$ cat config.mk
export PLATFORM = sky130hd
export DESIGN_NAME = idf_feature_words
export DESIGN_NICKNAME = d
export VERILOG_FILES = /design/src/idf_pkg.sv /design/src/idf_feature_words.sv
export VERILOG_INCLUDE_DIRS = /design/src
export SDC_FILE = /design/constraint.sdc
export NUM_CORES = 1
export LEC_CHECK = 0
export ABC_CLOCK_PERIOD_IN_PS = 1400
export BUFFER_PORTS_ARGS = -buffer_cell sky130_fd_sc_hd__buf_2
export CAP_MARGIN = 10
export CORE_AREA = 2 2 54 56
export CTS_CLUSTER_DIAMETER = 120
export DETAILED_ROUTE_END_ITERATION = 12
export DIE_AREA = 0 0 56 58
export PLACE_DENSITY = 0.74
export SETUP_SLACK_MARGIN = 0.05
export SLEW_MARGIN = 20
export SYNTH_ARGS = -nofsm -noshare
export SYNTH_HDL_FRONTEND = slang
export SYNTH_SLANG_ARGS = --single-unit
$ cat constraint.sdc
create_clock -name i_clk -period 1.4 [get_ports i_clk]
set_input_delay 0.07 -clock i_clk [delete_from_list [all_inputs] [get_ports i_clk]]
set_output_delay 0.07 -clock i_clk [all_outputs]
set_load 0.01 [all_outputs]
$ cat src/idf_regs.svh
// Word indices, fixed word values and reset values of the feature words
`ifndef IDF_REGS_SVH
`define IDF_REGS_SVH

// ----------------------------------------
// Word indices in the identification stream
// ----------------------------------------
`define IDF_IDX_DMA_RECOMMENDED_CYCLE  8'h42
`define IDF_IDX_PIO_MIN_CYCLE_NO_FLOW  8'h43
`define IDF_IDX_PIO_MIN_CYCLE_FLOW     8'h44
`define IDF_IDX_MAJOR_VERSION          8'h50
`define IDF_IDX_MINOR_VERSION          8'h51
`define IDF_IDX_FEATURES_SUPPORTED_A   8'h52
`define IDF_IDX_FEATURES_SUPPORTED_B   8'h53
`define IDF_IDX_FEATURES_SUPPORTED_C   8'h54
`define IDF_IDX_FEATURES_ENABLED_A     8'h55
`define IDF_IDX_FEATURES_ENABLED_B     8'h56
`define IDF_IDX_FEATURES_ENABLED_C     8'h57
`define IDF_IDX_APM_LEVEL              8'h5b

// ----------------------------------------
// Cycle times in nanoseconds
// ----------------------------------------
`define IDF_CYCLE_DEFAULT_NS           16'h0078
`define IDF_CYCLE_FAST_NS              16'h0050

// ----------------------------------------
// Fixed word values
// ----------------------------------------
`define IDF_MAJOR_VERSION_VAL          16'h00fe
`define IDF_MINOR_VERSION_VAL          16'h0021
`define IDF_SUPPORTED_A_VAL            16'h706b
`define IDF_SUPPORTED_B_VAL            16'h7408
`define IDF_SUPPORTED_C_VAL            16'h4000
`define IDF_ENABLED_A_FIXED            16'h0400
`define IDF_ENABLED_B_VAL              16'h3700
`define IDF_ENABLED_C_VAL              16'h4000
`define IDF_APM_LEVEL_VAL              16'h0000
`define IDF_UNMAPPED_VAL               16'h0000

// ----------------------------------------
// Enable state: bits that the command logic may change, and reset state
// ----------------------------------------
`define IDF_ENABLE_CHANGEABLE          16'h706a
`define IDF_ENABLE_RESET               16'h7068

`endif

$ cat src/idf_pkg.sv
// Types shared by the identification feature word logic
package idf_pkg;

	typedef logic [15:0] idf_word_type;
	typedef logic [7:0]  idf_index_type;

endpackage : idf_pkg

$ cat src/idf_feature_words.sv
// Identification words 66 to 91: cycle times, versions, feature words
`timescale 1ns/1ns
`include "idf_regs.svh"

module idf_feature_words (
	input  wire logic                  i_clk,
	input  wire logic                  i_reset,
	input  wire logic                  i_rd,
	input  wire idf_pkg::idf_index_type i_rd_idx,
	input  wire logic                  i_fast_cycle,
	input  wire idf_pkg::idf_word_type  i_feat_set,
	input  wire idf_pkg::idf_word_type  i_feat_clr,
	output logic                       o_rd_valid,
	output logic                       o_rd_hit,
	output idf_pkg::idf_word_type      o_rd_data,
	output logic                       o_pio_words_valid
);

	// ----------------------------------------
	// Feature enable state
	// ----------------------------------------
	idf_pkg::idf_word_type enable_r;
	idf_pkg::idf_word_type enable_nxt;
	idf_pkg::idf_word_type changeable;

	// Only bits the supported word marks as present may move
	assign changeable = `IDF_ENABLE_CHANGEABLE & `IDF_SUPPORTED_A_VAL;

	genvar b;
	generate
		for (b = 0; b < 16; b++) begin : g_enable
			always_comb begin
				if (!changeable[b]) begin
					enable_nxt[b] = enable_r[b];
				end else if (i_feat_set[b]) begin
					enable_nxt[b] = 1'b1;
				end else if (i_feat_clr[b]) begin
					enable_nxt[b] = 1'b0;
				end else begin
					enable_nxt[b] = enable_r[b];
				end
			end
		end
	endgenerate

	always_ff @(posedge i_clk) begin
		if (i_reset) begin
			enable_r <= `IDF_ENABLE_RESET;
		end else begin
			enable_r <= enable_nxt;
		end
	end

	// ----------------------------------------
	// Word selection
	// ----------------------------------------
	idf_pkg::idf_word_type cycle_time;
	idf_pkg::idf_word_type word_sel;
	logic                  hit_sel;

	// Reported rate is a ceiling hint; the device may still throttle
	assign cycle_time = i_fast_cycle ? `IDF_CYCLE_FAST_NS : `IDF_CYCLE_DEFAULT_NS;

	always_comb begin
		hit_sel = 1'b1;
		case (i_rd_idx)
			`IDF_IDX_DMA_RECOMMENDED_CYCLE: word_sel = cycle_time;
			`IDF_IDX_PIO_MIN_CYCLE_NO_FLOW: word_sel = cycle_time;
			`IDF_IDX_PIO_MIN_CYCLE_FLOW:    word_sel = cycle_time;
			`IDF_IDX_MAJOR_VERSION:         word_sel = `IDF_MAJOR_VERSION_VAL;
			`IDF_IDX_MINOR_VERSION:         word_sel = `IDF_MINOR_VERSION_VAL;
			`IDF_IDX_FEATURES_SUPPORTED_A:  word_sel = `IDF_SUPPORTED_A_VAL;
			`IDF_IDX_FEATURES_SUPPORTED_B:  word_sel = `IDF_SUPPORTED_B_VAL;
			`IDF_IDX_FEATURES_SUPPORTED_C:  word_sel = `IDF_SUPPORTED_C_VAL;
			`IDF_IDX_FEATURES_ENABLED_A:
				word_sel = (enable_r & changeable) | `IDF_ENABLED_A_FIXED;
			`IDF_IDX_FEATURES_ENABLED_B:    word_sel = `IDF_ENABLED_B_VAL;
			`IDF_IDX_FEATURES_ENABLED_C:    word_sel = `IDF_ENABLED_C_VAL;
			`IDF_IDX_APM_LEVEL:             word_sel = `IDF_APM_LEVEL_VAL;
			default: begin
				word_sel = `IDF_UNMAPPED_VAL;
				hit_sel  = 1'b0;
			end
		endcase
	end

	// ----------------------------------------
	// Registered read answer
	// ----------------------------------------
	always_ff @(posedge i_clk) begin
		if (i_reset) begin
			o_rd_valid <= 1'b0;
			o_rd_hit   <= 1'b0;
			o_rd_data  <= `IDF_UNMAPPED_VAL;
		end else begin
			o_rd_valid <= i_rd;
			o_rd_hit   <= i_rd & hit_sel;
			if (i_rd) begin
				o_rd_data <= word_sel;
			end
		end
	end

	// Cycle-time words are reported supported in every cycle after reset
	always_ff @(posedge i_clk) begin
		if (i_reset) begin
			o_pio_words_valid <= 1'b0;
		end else begin
			o_pio_words_valid <= 1'b1;
		end
	end

endmodule : idf_feature_words

==> results of run 1 <==
-- metal layers --
layer	vias up	global-route usage
met3	6	0.0268
li1	547	-
met5	-	0
met2	48	0.309
met4	0	0.0816
met1	477	0.211
-- tightest hold or removal path, cell delays in order --
cell and delay (ns):
buf_2 0.10, inv_1 0.04, a21oi_1 0.05, nor2_1 0.07
-- worst max-delay path by stage --
stage                         endpoint  slack [ns]  cells past startpoint
after floorplan           o_rd_data[0]        0.14                      4
after global placement    o_rd_data[0]        0.05                      5
after detailed placement  o_rd_data[0]        0.02                      5
after CTS                 enable_r[13]        0.25                      3
after global routing       enable_r[6]         0.1                      3
final                      enable_r[6]        0.13                      4
-- power breakdown --
group,total (mW),internal (mW),switching [mW]
Sequential,0.647,0.641,0.00658
Combinational,0.203,0.0997,0.103
Clock,0.340,0.158,0.182
Total,1.19,0.899,0.291
-- layout make-up --
class	instances	area, µm²
Fill cell	263	1210
Multi-Input combinational cell	86	514
Sequential cell	22	440
Timing Repair Buffer	59	370
Inverter	13	48.8
Tap cell	31	38.8
Clock buffer	4	36.3
-- timing repair --
item,4_1_cts,5_1_grt
setup buffers,0,0
hold buffers,13,0
hold endpoints to repair,7,0
gates resized for setup,0,0
-- Yosys cell counts, types with 2 or more instances --
cell / number
a2bb2oi_1: 3
or3_1: 2
dfxtp_1: 22
nand2_1: 6
inv_1: 13
xnor2_1: 2
a22o_1: 2
o2bb2ai_1: 2
a21boi_0: 2
o21ai_0: 9
nand2b_1: 5
nor3_1: 4
o32ai_1: 2
clkbuf_1: 7
nor2b_1: 2
a21oi_1: 7
nor2_1: 18
buf_4: 4
-- through the flow --
| step | instance area, µm² | total power, mW |
|---|---|---|
| final | 1450 | 1.19 |
| after global routing | 1450 | 1.25 |
| after CTS | 1450 | 1.20 |
| after detailed placement | 1280 | 0.833 |
| after global placement | 1280 | 0.826 |
| after floorplan | 1060 | 0.769 |
-- flip-flops by register name (all words and copies together) (netlist names) --
register / flops
o_pio_words_valid: 1
o_rd_hit: 1
o_rd_data: 12
enable_r: 7
o_rd_valid: 1
-- cell families after synthesis --
| logic type | share of synthesized area |
|---|---|
| flops | 0.416 |
| xor+xnor | 0.0248 |
| simple gates | 0.218 |
| other cells | 0.00354 |
| compound gates | 0.235 |
| buf+inv | 0.103 |
==> qor.csv, run 1 <==
stage,metric,value,unit
floorplan,start_util,0.398,
worst_setup_path,path_buf_inv,3,
synth,yosys_warnings,0,
global_route,grt_pass1_vias,1063,
placed_design,globalplace.congestion,0.862,
placed_design,dp.final_hpwl,1900,µm
worst_setup_path,r2r_start,enable_r[6],
drt,wl_met2,1410,µm
cts,cts-buffers-inserted,3,
flow_run,cap_violations,0,
worst_setup_path,crit_required,1.65,ns
worst_hold_path,hold_end,enable_r[1],
placed_design,place_inst,198,
drt,initialDrtViolationCount,30,
floorplan,placementRows,19,
timing,setup_viol,0,
global_route,grt_max_degree,20,
worst_setup_path,cp_max_fo,1,
timing,fin_tns_setup,0,ns
synth,ys_seq_area_frac,0.416,
layout,mostFrequentLayoutCells,"42 x buf_2, 22 x dfxtp_1, 18 x nor2_1, 13 x inv_1, 13 x dlygate4sd3_1",
layout,finalNonFillerCells,215,
cts,cts_tree,built,
synth,ys_types,38,
power_and_ir_drop,power_density,821,nW/µm²
layout,utilization,0.544,
placed_design,portBuffers,42,
worst_setup_path,path_delay_family,buffers and inverters,
cts,h-tree-depth,1,
synth,netlist.area_leader.share,0.416,
drt,drc,0,
floorplan,die_width,56,µm
drt,vias,1078,
cts,clk_pin_slew,0.12,ns
timing,holdWs,0.0605,ns
worst_setup_path,start_kind,primary input,
outcome,outcome,finished clean,
timing,maxSlewViolCount,0,
worst_hold_path,min_from,i_feat_clr[1],
drt,antenna_left,0,
floorplan,core_region_area,2660,µm²
synth,ys.flop_type,dfxtp_1,
synth,synthArstFlopShare,0,
synth,ys_top_cells_by_area,"dfxtp_1 42%, nor2_1 6.4%, inv_1 4.6%, o21ai_0 4.3%, a21oi_1 3.3%",
power_and_ir_drop,p_leak,0.692,nW
global_route,antenna_found_initial,0,
cts,cts.sinks,22,
worst_setup_path,slowest_stage,dlygate4sd3_1,
layout,drive_gt1_frac,0.283,
global_route,track_usage,0.175,
worst_setup_path,r2r_end,enable_r[6],
drt,wl_per_cell,12.9,µm
worst_setup_path,slowest_delay,0.59,ns
drt,top_layer,met4,
timing,skew,0.000270,ns
timing,rsz0062_at_grt,false,
layout,n_antenna_cell,0,
timing,fin_crit_sh,0.908,
synth,synth_edf_count,0,
worst_setup_path,crit_top_cell,dlygate4sd3_1,
floorplan,die_h,58,µm
placed_design,pre_cts_slack,0.0187,ns
layout,fin_nets,229,
synth,avgSynthCellArea,8.03,µm²
drt,dr_wl_met3,169,µm
timing,finalCriticalPeriod,1.27,ns
power_and_ir_drop,irDropWorstVdd,678,µV
cts,clock_tree.root_cell,clkbuf_4,
worst_setup_path,worstRegToRegCells,3,
worst_setup_path,rrSetupSlack,0.19,ns
drt,wirelength,2780,µm
floorplan,pin_count,63,
timing,worst_slack,0.128,ns
drt,via_per_inst,5.01,
cts,clockBufferDepth,2,
synth,synth_top_area_cell,dfxtp_1,
drt,dr.pass1.iters,4,
global_route,grt_pass1_wl,4570,µm
worst_setup_path,arrival,1.52,ns
worst_setup_path,setup.worst_path.class,primary input to register,
layout,layout_commonest_cell,buf_2,
synth,synthCells,132,
synth,synth.cell_area,1060,µm²
cts,clk_latency,0.30,ns
worst_setup_path,crit_chain,dlygate4sd3_1 -> buf_2 -> o21ai_0 -> dlygate4sd3_1,
layout,areaGrowthSynthToFinish,36.7,%
worst_setup_path,critPathLaunch,i_feat_clr[6],
timing,final-hold-violation-count,0,
worst_hold_path,hold_depth,4,
timing,timing.fmax,0.786,GHz
worst_setup_path,cp-end-kind,register,
worst_hold_path,hold_class,primary input to register,
floorplan,fp.dieArea,3250,µm²
global_route,overflow,0,
synth,ys_ff_latch,22,
drt,wl_met1,1150,µm
(Power assumes the default switching activity.)
==> inputs of run 2 (changes only) <==
--- a/config.mk
+++ b/config.mk
@@ -6,7 +6,7 @@
 export SDC_FILE = /design/constraint.sdc
 export NUM_CORES = 1
 export LEC_CHECK = 0
-export ABC_CLOCK_PERIOD_IN_PS = 1400
+export ABC_CLOCK_PERIOD_IN_PS = 1200
 export BUFFER_PORTS_ARGS = -buffer_cell sky130_fd_sc_hd__buf_2
 export CAP_MARGIN = 10
 export CORE_AREA = 2 2 54 56
==> constraint.sdc (replaced) <==
create_clock -name i_clk -period 1.2 [get_ports i_clk]
set_input_delay 0.06 -clock i_clk [delete_from_list [all_inputs] [get_ports i_clk]]
set_output_delay 0.06 -clock i_clk [all_outputs]
set_load 0.01 [all_outputs]
==> qor.csv, run 2 (synthesis gave the netlist of run 1 again) <==
stage,metric,value,unit
drt,antenna_left,0,
worst_setup_path,cp_max_fo,1,
layout,top_register,o_rd_data,
drt,via_per_inst,5.08,
timing,maxSlewViolCount,0,
global_route,grt_pass1_vias,1095,
cts,h-tree-depth,1,
cts,cts.sinks,22,
timing,fin_tns_setup,0,ns
power_and_ir_drop,power_density,882,nW/µm²
timing,timing.fmax,0.879,GHz
power_and_ir_drop,p_leak,0.725,nW
timing,final-hold-violation-count,0,
outcome,outcome,finished clean,
cts,clk_pin_slew,0.11,ns
layout,mostFrequentLayoutCells,"42 x buf_2, 18 x nor2_1, 17 x dfxtp_1, 13 x inv_1, 13 x dlygate4sd3_1",
timing,finalCriticalPeriod,1.14,ns
layout,fin_nets,236,
layout,drive_gt1_frac,0.332,
layout,top_regs,"o_rd_data: 12 flops, enable_r: 7 flops",
layout,areaGrowthSynthToFinish,42.0,%
placed_design,place_inst,204,
floorplan,start_util,0.398,
cts,cts-buffers-inserted,3,
timing,rsz0062_at_grt,true,
drt,initialDrtViolationCount,24,
drt,vias,1123,
layout,finalNonFillerCells,221,
global_route,grt_max_degree,13,
worst_setup_path,start_kind,primary input,
placed_design,portBuffers,42,
floorplan,pin_count,63,
worst_hold_path,hold_class,primary input to register,
global_route,antenna_found_initial,0,
layout,largest_register_ff_count,12,
worst_setup_path,arrival,1.38,ns
floorplan,die_h,58,µm
power_and_ir_drop,clockPowerShare,0.239,
placed_design,dp.final_hpwl,1920,µm
layout,n_antenna_cell,0,
floorplan,core_region_area,2660,µm²
layout,layout_commonest_cell,buf_2,
worst_setup_path,setup.worst_path.class,primary input to register,
worst_setup_path,crit_required,1.44,ns
timing,setup_viol,0,
power_and_ir_drop,internal_power,0.998,mW
drt,wirelength,2590,µm
cts,clock_tree.root_cell,clkbuf_4,
drt,wl_per_cell,11.7,µm
power_and_ir_drop,irDropWorstVdd,731,µV
drt,drc,0,
cts,cts_tree,built,
power_and_ir_drop,p_sw_frac,0.248,
power_and_ir_drop,power,1.33,mW
drt,dr.pass1.iters,4,
flow_run,cap_violations,0,
global_route,track_usage,0.172,
floorplan,fp.dieArea,3250,µm²
global_route,overflow,0,
cts,clk_latency,0.30,ns
power_and_ir_drop,p_comb_frac,0.191,
power_and_ir_drop,seqPwrFrac,0.569,
floorplan,die_width,56,µm
timing,holdWs,0.0513,ns
floorplan,placementRows,19,
power_and_ir_drop,switchingPower,0.330,mW
cts,clockBufferDepth,2,
timing,fin_crit_sh,0.948,
timing,skew,0.00380,ns
placed_design,globalplace.congestion,0.780,
global_route,grt_pass1_wl,4520,µm
worst_setup_path,cp-end-kind,register,
==> run 2: worst paths after layout <==
| path | from | to | slack [ns] | cells past startpoint |
|---|---|---|---|---|
| setup / recovery | i_feat_clr[13] | enable_r[13] | 0.06 | 4 |
| hold / removal | i_feat_clr[1] | enable_r[1] | 0.05 | 4 |
| setup reg to reg | enable_r[13] | enable_r[13] | 0.09 | 3 |
| hold reg to reg | o_rd_data[5] | o_rd_data[5] | 0.44 | 2 |
==> run 2: power groups by stage <==
stage / registers [mW] / logic (mW) / clock network (mW)
after detailed placement: 0.772 / 0.217 / 0
after global placement: 0.771 / 0.211 / 0
after global routing: 0.759 / 0.283 / 0.374
after CTS: 0.755 / 0.248 / 0.339
after floorplan: 0.773 / 0.127 / 0
final: 0.756 / 0.254 / 0.318
==> run 2: critical path, cell delays in order <==
cell and delay [ns]:
dlygate4sd3_1 0.53, buf_2 0.12, o21ai_1 0.11, dlygate4sd3_1 0.56
==> run 2: repair_timing <==
action / 4_1_cts / 5_1_grt
hold buffers: 13 / 2
endpoints found under the setup margin: 0 / 5
endpoints found under the hold margin: 7 / 2
resized for setup: 0 / 9
buffers inserted: 0 / 1
==> run 2: layer usage <==
metal / track usage / share of wire
met5: 0 / 0
met4: 0.0578 / 0
met3: 0.0201 / 0.051
met2: 0.329 / 0.53
met1: 0.198 / 0.42
==> run 2: final cells by class <==
type | count | area (µm²)
fill | 260 | 1160
multi-input combinational | 86 | 526
sequential | 22 | 447
timing repair buffer | 66 | 423
inverter | 13 | 48.8
tap | 31 | 38.8
clock buffer | 3 | 22.5
==> run 2: through the flow <==
| stage | utilization | setup WS, ns | area, µm² |
|---|---|---|---|
| after floorplan | - | 0.0268 | 1080 |
| after global placement | 0.503 | -0.0568 | 1340 |
| after detailed placement | 0.503 | -0.0996 | 1340 |
| after CTS | 0.560 | 0.0641 | 1490 |
| after global routing | 0.565 | 0.0355 | 1510 |
| final | 0.565 | 0.0624 | 1510 |
==> inputs of run 3 (changes only) <==
--- a/config.mk
+++ b/config.mk
@@ -13,6 +13,7 @@
 export CTS_CLUSTER_DIAMETER = 120
 export DETAILED_ROUTE_END_ITERATION = 12
 export DIE_AREA = 0 0 56 58
+export GPL_TIMING_DRIVEN = 0
 export PLACE_DENSITY = 0.74
 export SETUP_SLACK_MARGIN = 0.05
 export SLEW_MARGIN = 20
==> qor.csv, run 3 (synthesis gave the netlist of run 1 again) <==
stage,metric,value,unit
layout,finalNonFillerCells,219,
worst_setup_path,setup.worst_path.class,register to register,
timing,final-hold-violation-count,0,
timing,timing.fmax,0.918,GHz
global_route,overflow,0,
placed_design,globalplace.congestion,0.793,
layout,top_register,o_rd_data,
global_route,grt_pass1_wl,4310,µm
layout,largest_register_ff_count,12,
placed_design,portBuffers,39,
floorplan,die_h,58,µm
layout,nFillCells,266,
power_and_ir_drop,p_leak,0.704,nW
power_and_ir_drop,power_density,904,nW/µm²
global_route,track_usage,0.165,
timing,skew,0.0144,ns
drt,initialDrtViolationCount,10,
layout,layout.area.seq,442,µm²
worst_setup_path,cp-end-kind,register,
timing,rsz0062_at_grt,false,
floorplan,pin_count,63,
worst_setup_path,crit_required,1.41,ns
cts,clock_tree.root_cell,clkbuf_4,
layout,areaGrowthSynthToFinish,38.3,%
global_route,grt_pass1_vias,1082,
layout,top_regs,"o_rd_data: 12 flops, enable_r: 7 flops",
layout,multi_input_area,526,µm²
cts,clk_pin_slew,0.12,ns
layout,drive_gt1_frac,0.271,
drt,via_per_inst,4.96,
timing,fin_tns_setup,0,ns
floorplan,fp.dieArea,3250,µm²
drt,vias,1086,
power_and_ir_drop,switchingPower,0.339,mW
timing,setup_viol,0,
cts,h-tree-depth,1,
floorplan,core_region_area,2660,µm²
drt,antenna_left,0,
cts,cts.sinks,22,
floorplan,placementRows,19,
timing,maxSlewViolCount,0,
drt,dr.pass1.iters,4,
cts,cts_tree,built,
power_and_ir_drop,internal_power,0.986,mW
worst_setup_path,crit_chain,inv_1 -> o21ai_1 -> dlygate4sd3_1,
flow_run,cap_violations,0,
placed_design,dp.final_hpwl,1980,µm
power_and_ir_drop,p_sw_frac,0.256,
cts,cts-buffers-inserted,3,
global_route,antenna_found_initial,0,
placed_design,place_inst,203,
drt,wl_per_cell,12.0,µm
outcome,outcome,finished clean,
cts,clk_latency,0.31,ns
global_route,grt_max_degree,12,
worst_setup_path,arrival,1.30,ns
worst_setup_path,cp_max_fo,2,
layout,fin_nets,234,
timing,fin_crit_sh,0.908,
worst_hold_path,hold_class,primary input to register,
power_and_ir_drop,seqPwrFrac,0.570,
power_and_ir_drop,p_comb_frac,0.181,
worst_setup_path,path_buf_inv,2,
layout,mostFrequentLayoutCells,"39 x buf_2, 21 x dfxtp_1, 18 x nor2_1, 13 x inv_1, 13 x dlygate4sd3_1",
worst_setup_path,slowest_delay,0.54,ns
floorplan,start_util,0.398,
power_and_ir_drop,irDropWorstVdd,607,µV
drt,drc,0,
cts,clockBufferDepth,2,
timing,finalCriticalPeriod,1.09,ns
worst_setup_path,slowest_stage,dlygate4sd3_1,
layout,n_antenna_cell,0,
layout,utilization,0.550,
worst_setup_path,rrSetupSlack,0.11,ns
timing,worst_slack,0.110,ns
floorplan,die_width,56,µm
power_and_ir_drop,clockPowerShare,0.249,
worst_setup_path,start_kind,register,
layout,layout_commonest_cell,buf_2,
drt,wirelength,2620,µm
placed_design,pre_cts_slack,-0.171,ns
power_and_ir_drop,power,1.33,mW
worst_setup_path,path_delay_family,buffers and inverters,
run 3: cell types whose count changed in the layout (fill, tap and decap cells not counted), sizes merged:
cell	before	now
clkbuf	3	10
buf	53	44
run 3: power groups by stage:
stage | registers (mW) | clock network, mW | logic [mW]
global placement | 0.771 | 0 | 0.200
detailed placement | 0.772 | 0 | 0.207
global route | 0.757 | 0.364 | 0.267
CTS | 0.755 | 0.339 | 0.240
finish | 0.755 | 0.330 | 0.240
floorplan | 0.773 | 0 | 0.127
run 3: tightest hold or removal path, delay by kind of cell:
kind | cells | cell delay [ns]
AND/OR/NAND/NOR | 1 | 0.06
buffers and inverters | 2 | 0.13
AO/OA/AOI/OAI | 1 | 0.05
run 3: cell type report:
| cell class | instances | area share |
|---|---|---|
| inverter | 13 | 0.0333 |
| timing repair buffer | 52 | 0.222 |
| buffer | 12 | 0.0427 |
| clock buffer | 3 | 0.0154 |
| multi-input combinational | 86 | 0.359 |
| sequential | 22 | 0.301 |
| tap | 31 | 0.0265 |
run 3: per-stage QoR:
stage                     hold slack (ns)  instance area, µm²
final                              0.0314                1470
after detailed placement            0.246                1310
after global routing               0.0488                1470
after global placement              0.242                1310
after CTS                          0.0330                1460
after floorplan                     0.157                1080
run 3: timing repair:
| item | 4_1_cts | 5_1_grt |
|---|---|---|
| endpoints found under the setup margin | 0 | 1 |
| endpoints found under the hold margin | 7 | 0 |
| resized for setup | 0 | 2 |
| hold buffers | 13 | 0 |
| buffers inserted | 0 | 0 |
run 3: path summary, 6_finish.rpt:
path | from | end | cells past startpoint
worst min register to register | o_rd_data[5] | o_rd_data[5] | 2
worst max register to register | enable_r[6] | enable_r[6] | 3
worst max-delay path | enable_r[6] | enable_r[6] | 3
worst min-delay path | i_feat_clr[1] | enable_r[1] | 4
run 3: routing by layer:
layer,global-route usage,vias to the layer above,wire length (µm)
met3,0.0357,2,154
met1,0.182,494,1120
met4,0.0408,0,16
met2,0.319,30,1330
met5,0,-,0
li1,-,560,-
